===== config.mk =====
export PLATFORM = sky130hd
export DESIGN_NAME = port2_port3_function_select
export DESIGN_NICKNAME = d
export VERILOG_FILES = /design/src/rtl/pin_mux_pkg.sv /design/src/rtl/port2_port3_function_select.sv
export VERILOG_INCLUDE_DIRS = /design/src /design/src/rtl
export SDC_FILE = /design/constraint.sdc
export NUM_CORES = 1
export LEC_CHECK = 0
export ABC_AREA = 1
export BUFFER_PORTS_ARGS = -buffer_cell sky130_fd_sc_hd__buf_2
export CAP_MARGIN = 30
export CORE_UTILIZATION = 48
export CTS_BUF_LIST = sky130_fd_sc_hd__clkbuf_2
export DETAILED_ROUTE_END_ITERATION = 8
export MAX_ROUTING_LAYER = met4
export PLACE_DENSITY_LB_ADDON = 0.12
export SYNTH_ARGS = -nofsm -noshare
export SYNTH_HDL_FRONTEND = slang
export SYNTH_SLANG_ARGS = --single-unit

===== constraint.sdc =====
create_clock -name clock -period 2.2 [get_ports clock]
set_clock_uncertainty 0.1 [all_clocks]
set_input_delay 0.22 -clock clock [delete_from_list [all_inputs] [get_ports clock]]
set_output_delay 0.22 -clock clock [all_outputs]
set_load 0.01 [all_outputs]

===== src/rtl/pin_mux_defs.svh =====
// Offsets, field layout, reset values and routing tables of the pin mux
`ifndef PIN_MUX_DEFS_SVH
`define PIN_MUX_DEFS_SVH

// Register indexes; byte address is four times the index
`define PORT2_LOW_SEL_IDX  16'h52A4
`define PORT2_HIGH_SEL_IDX 16'h52A5
`define PORT3_LOW_SEL_IDX  16'h52A6
`define SEL_RESET          8'h00

`define NUM_PINS     12
`define NUM_BANKS    3
`define FIELD_W      2
`define FIELD_STRIDE 2
`define ADDR_W       18
`define DATA_W       32

`define CODE_PORT 2'h0
`define CODE_ALT1 2'h1
`define CODE_ALT2 2'h2

// Pins 0..7 are port 2 lines 0..7, pins 8..11 are port 3 lines 0..3
`define ALT2_PINS  12'hE20
`define IDLE1_HIGH 12'h2E0
`define IDLE2_HIGH 12'h220

`endif


===== src/rtl/pin_mux_pkg.sv =====
// Types shared by the pin function select block
`include "pin_mux_defs.svh"

package pin_mux_pkg;

    typedef struct packed {
        logic [`NUM_PINS-1:0] out;
        logic [`NUM_PINS-1:0] oe;
    } pin_drive_s;

    typedef struct packed {
        pin_drive_s code1;
        pin_drive_s code2;
    } alt_drive_s;

    typedef struct packed {
        logic [`NUM_PINS-1:0] code1;
        logic [`NUM_PINS-1:0] code2;
    } alt_in_s;

    typedef logic [`NUM_BANKS-1:0][7:0] sel_bank_t;

    typedef struct packed {
        sel_bank_t            sel;
        logic                 wait_req;
        logic [`DATA_W-1:0]   rdata;
        pin_drive_s           pad;
        logic [`NUM_PINS-1:0] port_in;
        alt_in_s              alt_in;
    } state_s;

endpackage


===== src/rtl/port2_port3_function_select.sv =====
// Pin function select for port 2 and the low half of port 3
//
// Contract
// - Port 2.3 bits 7:6 reset 0; 0 port/count clock 2, 1 serial in.
// - Port 2.2 bits 5:4 reset 0; 0 port/count clock 1, 1 clock B.
// - Port 2.1 bits 3:2 reset 0; 0 port, 1 timer 3.
// - Port 2.0 bits 1:0 reset 0; 0 port, 1 timer 2.
// - Port 2.7 bits 7:6 reset 0; 0 port, 1 I2C clock.
// - Port 2.6 bits 5:4 reset 0; 0 port, 1 I2C data.
// - Port 2.5 bits 3:2 reset 0; 0 port, 1 request, 2 SPI select.
// - Port 2.4 bits 1:0 reset 0; 0 port/count clock 3, 1 serial out.
// - Port 3.3 bits 7:6 reset 0; 0 port, 1 remote in, 2 SPI clock.
// - Port 3.2 bits 5:4 reset 0; 0 port, 1 timer 4, 2 clock A.
// - Port 3.1 bits 3:2 reset 0; 0 port, 1 request, 2 converter trigger.
// - Port 3.0 bits 1:0 reset 0; 0 port, 1 timer 0.
//
// Local design decision: the Avalon-MM interface to the registers.
`timescale 1ns/1ps
`include "pin_mux_defs.svh"

module port2_port3_function_select
    import pin_mux_pkg::*;
(
    input  wire logic                 clock,
    input  wire logic                 rst,
    input  wire logic [`ADDR_W-1:0]   address,
    input  wire logic                 read,
    input  wire logic                 write,
    input  wire logic [`DATA_W-1:0]   writedata,
    input  wire logic [3:0]           byteenable,
    output wire logic [`DATA_W-1:0]   readdata,
    output wire logic                 waitrequest,
    input  wire logic [`NUM_PINS-1:0] pad_in,
    output wire pin_drive_s           pad_drive,
    input  wire pin_drive_s           port_drive,
    output wire logic [`NUM_PINS-1:0] port_in,
    input  wire alt_drive_s           alt_drive,
    output wire alt_in_s              alt_in
);

    // ****************************************************
    // Address decode
    // ****************************************************
    // Offsets are not word aligned, so each register takes a word of its own
    localparam logic [`ADDR_W-1:0] ADDR_P2_LOW =
        {`PORT2_LOW_SEL_IDX, 2'h0};
    localparam logic [`ADDR_W-1:0] ADDR_P2_HIGH =
        {`PORT2_HIGH_SEL_IDX, 2'h0};
    localparam logic [`ADDR_W-1:0] ADDR_P3_LOW =
        {`PORT3_LOW_SEL_IDX, 2'h0};

    // Per-pin tables as vectors, so that a pin index can select a bit
    localparam logic [`NUM_PINS-1:0] ALT2_MASK  = `ALT2_PINS;
    localparam logic [`NUM_PINS-1:0] IDLE1_MASK = `IDLE1_HIGH;
    localparam logic [`NUM_PINS-1:0] IDLE2_MASK = `IDLE2_HIGH;

    state_s                 state_reg;
    state_s                 state_next;
    logic [`NUM_BANKS-1:0]  hit;
    logic [`NUM_PINS*2-1:0] sel_flat;
    logic [`NUM_PINS-1:0]   use_alt1;
    logic [`NUM_PINS-1:0]   use_alt2;
    logic [`NUM_PINS-1:0]   use_port;

    // Exact match: any other address reads as zero and ignores writes
    assign hit[0]   = (address == ADDR_P2_LOW);
    assign hit[1]   = (address == ADDR_P2_HIGH);
    assign hit[2]   = (address == ADDR_P3_LOW);
    assign sel_flat = state_reg.sel;

    // ****************************************************
    // Per-pin selector decode
    // ****************************************************
    // Fields sit back to back: pin p uses bits 2p+1:2p of the bank set
    genvar p;
    generate
        for (p = 0; p < `NUM_PINS; p = p + 1) begin : g_pin
            logic [`FIELD_W-1:0] code;
            assign code = sel_flat[`FIELD_STRIDE*p +: `FIELD_W];
            assign use_alt1[p] = (code == `CODE_ALT1);
            assign use_alt2[p] = (code == `CODE_ALT2) &&
                                 ALT2_MASK[p];
            // reserved codes stay on port
            // Falling back to port keeps a stray code from driving a pad
            assign use_port[p] = !use_alt1[p] && !use_alt2[p];
        end
    endgenerate

    // ****************************************************
    // Next state
    // ****************************************************
    always_comb begin
        state_next = state_reg;

        // Bus answer: one wait cycle, then a single ready cycle
        state_next.wait_req = 1'b1;
        if ((read || write) && state_reg.wait_req) begin
            state_next.wait_req = 1'b0;
            state_next.rdata    = '0;
            for (int b = 0; b < `NUM_BANKS; b++) begin
                if (hit[b]) begin
                    state_next.rdata[7:0] = state_reg.sel[b];
                end
            end
        end

        if (write && !state_reg.wait_req && byteenable[0]) begin
            for (int b = 0; b < `NUM_BANKS; b++) begin
                if (hit[b]) begin
                    state_next.sel[b] = writedata[7:0];
                end
            end
        end

        state_next.pad.out = (port_drive.out & use_port) |
                             (alt_drive.code1.out & use_alt1) |
                             (alt_drive.code2.out & use_alt2);
        state_next.pad.oe  = (port_drive.oe & use_port) |
                             (alt_drive.code1.oe & use_alt1) |
                             (alt_drive.code2.oe & use_alt2);
        // Count clocks share the port code, so they see the pad too
        state_next.port_in = pad_in & use_port;
        // Unselected inputs rest at their idle level, not at the pad
        state_next.alt_in.code1 = (pad_in & use_alt1) |
                                  (`IDLE1_HIGH & ~use_alt1);
        state_next.alt_in.code2 = (pad_in & use_alt2) |
                                  (`IDLE2_HIGH & ~use_alt2);

        if (rst) begin
            state_next.sel          = {`NUM_BANKS{`SEL_RESET}};
            state_next.wait_req     = 1'b1;
            state_next.rdata        = '0;
            state_next.pad          = '0;
            state_next.port_in      = '0;
            state_next.alt_in.code1 = `IDLE1_HIGH;
            state_next.alt_in.code2 = `IDLE2_HIGH;
        end
    end

    // One register holds all state; reset is folded into the next value
    always_ff @(posedge clock) begin
        state_reg <= state_next;
    end

    assign readdata    = state_reg.rdata;
    assign waitrequest = state_reg.wait_req;
    assign pad_drive   = state_reg.pad;
    assign port_in     = state_reg.port_in;
    assign alt_in      = state_reg.alt_in;
endmodule // port2_port3_function_select


==> impl_metrics.toml <==
[final_layout]
syn2layout_area_growth_pct = 41.6
finish.utilization_pct = 71.7
instances_no_fill = 810
design_area_um2 = 5310
diodes = 0
drive_gt1_share_pct = 29.0
fin_nets = 856

[synth]
synth-simple-area-share_pct = 31.1
synth_compound_gate_area_share_pct = 6.54
yosysTopAreaCell = "dfxtp_1"
synth_xor_area_share_pct = 0
synth_cells = 480
synthMuxAreaShare_pct = 0
synthTopCellsByArea = "dfxtp_1 45%, nand2_1 11%, buf_4 6.4%"
synth_top_area_share_pct = 45.4
ys_ff_latch = 85
yosys.area_share.adder_pct = 2.67
synthDistinctLibCells = 25
synth_top_family_by_area = "simple AND/OR/NAND/NOR gates"
yosysWarningCount = 0
ys_seq_area_share_pct = 45.4
synth.avg_cell_area_um2 = 7.81
synth_area_um2 = 3750

[timing]
hold_violations = 0
worst_slack_ns = 0.299
rsz0062_at_grt = "no"
setup_tns_ns = 0
fin_crit_sh_pct = 86.4
max_clock_freq_ghz = 0.526
relSlewSlack_pct = 57.8
tightest_slew_ns = 0.629
fin_crit_ns = 1.90
setup_viol = 0
hold_ws_ns = 0.0629
final_max_slew_viol_count = 0

[drt]
drtIter0Drc = 209
drt-pass1-iter-count = 5
vias_per_cell = 4.74
vias = 3843
wl_per_cell_um = 12.6
ant_nets = 0
wl_um = 10200
route.detailed.drc = 0

[flow_run]
drv_cap = 0

[critical_path]
path_max_fanout = 5
end_kind = "flip-flop"
cpLargestDelayFamily = "buffers and inverters"
cp_slowest_cell = "dlygate4sd3_1"
cp_data_arrival_time_ns = 2.25
crit_path_max_incr_delay_ns = 0.56
r2r_end = "pad_drive[7]"
cp.required_ns = 2.55
reg2reg_slack_ns = 0.30
worstSetupStartpointType = "flip-flop"
r2r_start = "g_pin[7].code[0]"
path_buf_inv = 3
reg2regPathDepth = 6
crit_path_frequent_cell = "nor2_1"
crit_chain = "inv_1, nor2_1, inv_1, nor2_1, nor2_1, dlygate4sd3_1"
crit_type = "flip-flop to flip-flop"

[power_and_ir_drop]
p_clk_share_pct = 32.2
switching_share_pct = 26.1
power_mw = 2.92
intPower_mw = 2.16
seq_power_share_pct = 54.4
net-switching-power_uw = 762
p_comb_share_pct = 13.3
max-vdd-ir-drop_mv = 0.319
p_leak_nw = 2.70
p_per_area_nw_per_um2 = 550

[clock_tree]
cts_root_buffer = "clkbuf_2"
clkTransAtPathRegs_ns = 0.25
cts_tree = "built"
cts_buffer_depth = 2
clkLatencyLatePin_ns = 0.52
cts_max_level = 3
cts.sinks = 85
cts_buffers = 9
ctsResizeCount = 0

[die]
die_area_um2 = 8170
die_width_um = 90.4
initial_core_util_pct = 50.6
rows = 31
die_h_um = 90.4
io_pins = 235
coreArea_um2 = 7410

[global_routing]
grt.overflow.total = 0
grt_pass1_vias = 3633
antenna_found_initial = 0
grt_max_degree = 55
grt_pass1_wl_um = 17100
grtUsageTotal_pct = 26.7

[hold_path]
min_to = "readdata[6]"
hp-start = "read"
hp-class = "input port to flip-flop"
hold_depth = 4

[placement]
place_congestion = 0.813
io_buffers = 159
placed_cell_area_um2 = 4490
dp.cells = 726
post-place-ws_ns = 0.532
hpwl_um = 6520

[outcome]
outcome = "completed"
metal layers:
metal / vias to the layer above / part of all wire [%] / track usage [%]
li1: 1918 / - / -
met1: 1735 / 42 / 32.0
met2: 172 / 50 / 46.2
met3: 18 / 5.7 / 2.61
met4: 0 / 1.9 / 10.2
met5: - / 0 / -
worst register-to-register path, cell delays in order (launching register included):
cell and delay [ns]:
dfxtp_1 0.39, inv_1 0.04, nor2_1 0.39, inv_1 0.15, nor2_1 0.15, nor2_1 0.06, dlygate4sd3_1 0.56
what timing repair did:
item                      4_1_cts  5_1_grt
setup buffers                   0        0
hold buffers                   68        0
hold endpoints to repair       76        0
sequential cells by signal, summed over array words and instances, names as in the netlist:
| name | count |
|---|---|
| alt_in | 16 |
| g_pin.code | 24 |
| pad_drive | 24 |
| waitrequest | 1 |
| port_in | 12 |
| readdata | 8 |
cells in the final DEF, fill, tap and decap left out, types with 2 or more instances in the layout:
master and instances:
nor2_2 3, o21ai_1 17, ha_1 8, conb_1 32, nand4_4 3, nor2_8 4, inv_1 44, nor2_4 3
buf_2 159, bufinv_16 2, clkbuf_2 9, inv_6 2, buf_4 2, dlygate4sd3_1 68, nor3_1 14, nand2_2 4
clkinv_4 3, nor2_1 51, inv_2 8, nand4_1 24, dfxtp_1 85, nand2_1 106, nand3_1 23, a21oi_1 32
cell usage after synthesis, drive strengths merged:
library cell    n
dfxtp          85
o21ai          17
nand2         111
a21oi          32
conb            1
nand4          27
ha              8
clkinv          3
buf            36
nor3           14
inv            52
clkbuf          9
nor2           61
nand3          24
layout make-up:
| type | count | area, um^2 |
|---|---|---|
| Clock buffer | 9 | 45.0 |
| Clock inverter | 7 | 97.6 |
| Fill cell | 591 | 2100 |
| Inverter | 55 | 218 |
| Multi-Input combinational cell | 326 | 1630 |
| Sequential cell | 85 | 1700 |
| Tap cell | 99 | 124 |
| Timing Repair Buffer | 229 | 1490 |
logic make-up (layout without fill, tap and decap cells):
logic type,Yosys count,in the layout
AND/OR/NAND/NOR,237,237
buffers and inverters,100,300
flip-flops,85,85
AO/OA/AOI/OAI,49,49
adder cells (fa/ha/maj),8,8
other,1,32
worst max-delay path by stage:
stage	start	endpoint	slack [ns]	depth (start not counted)
2_1_floorplan	address[14]	readdata[3]	0.97	9
3_3_place_gp	address[13]	g_pin[1].code[1]	0.57	8
3_5_place_dp	address[13]	g_pin[1].code[1]	0.53	8
4_1_cts	g_pin[7].code[0]	pad_drive[7]	0.40	6
5_1_grt	g_pin[7].code[0]	pad_drive[7]	0.19	6
6_report	g_pin[7].code[0]	pad_drive[7]	0.30	6
power groups by stage:
stage | Clock, mW | Combinational (mW) | Sequential [mW]
floorplan | 0 | 0.162 | 1.64
global placement | 0 | 0.280 | 1.62
detailed placement | 0 | 0.284 | 1.62
CTS | 0.953 | 0.378 | 1.59
global route | 1.02 | 0.427 | 1.59
finish | 0.941 | 0.389 | 1.59
Power figures use the tool's default switching activity.
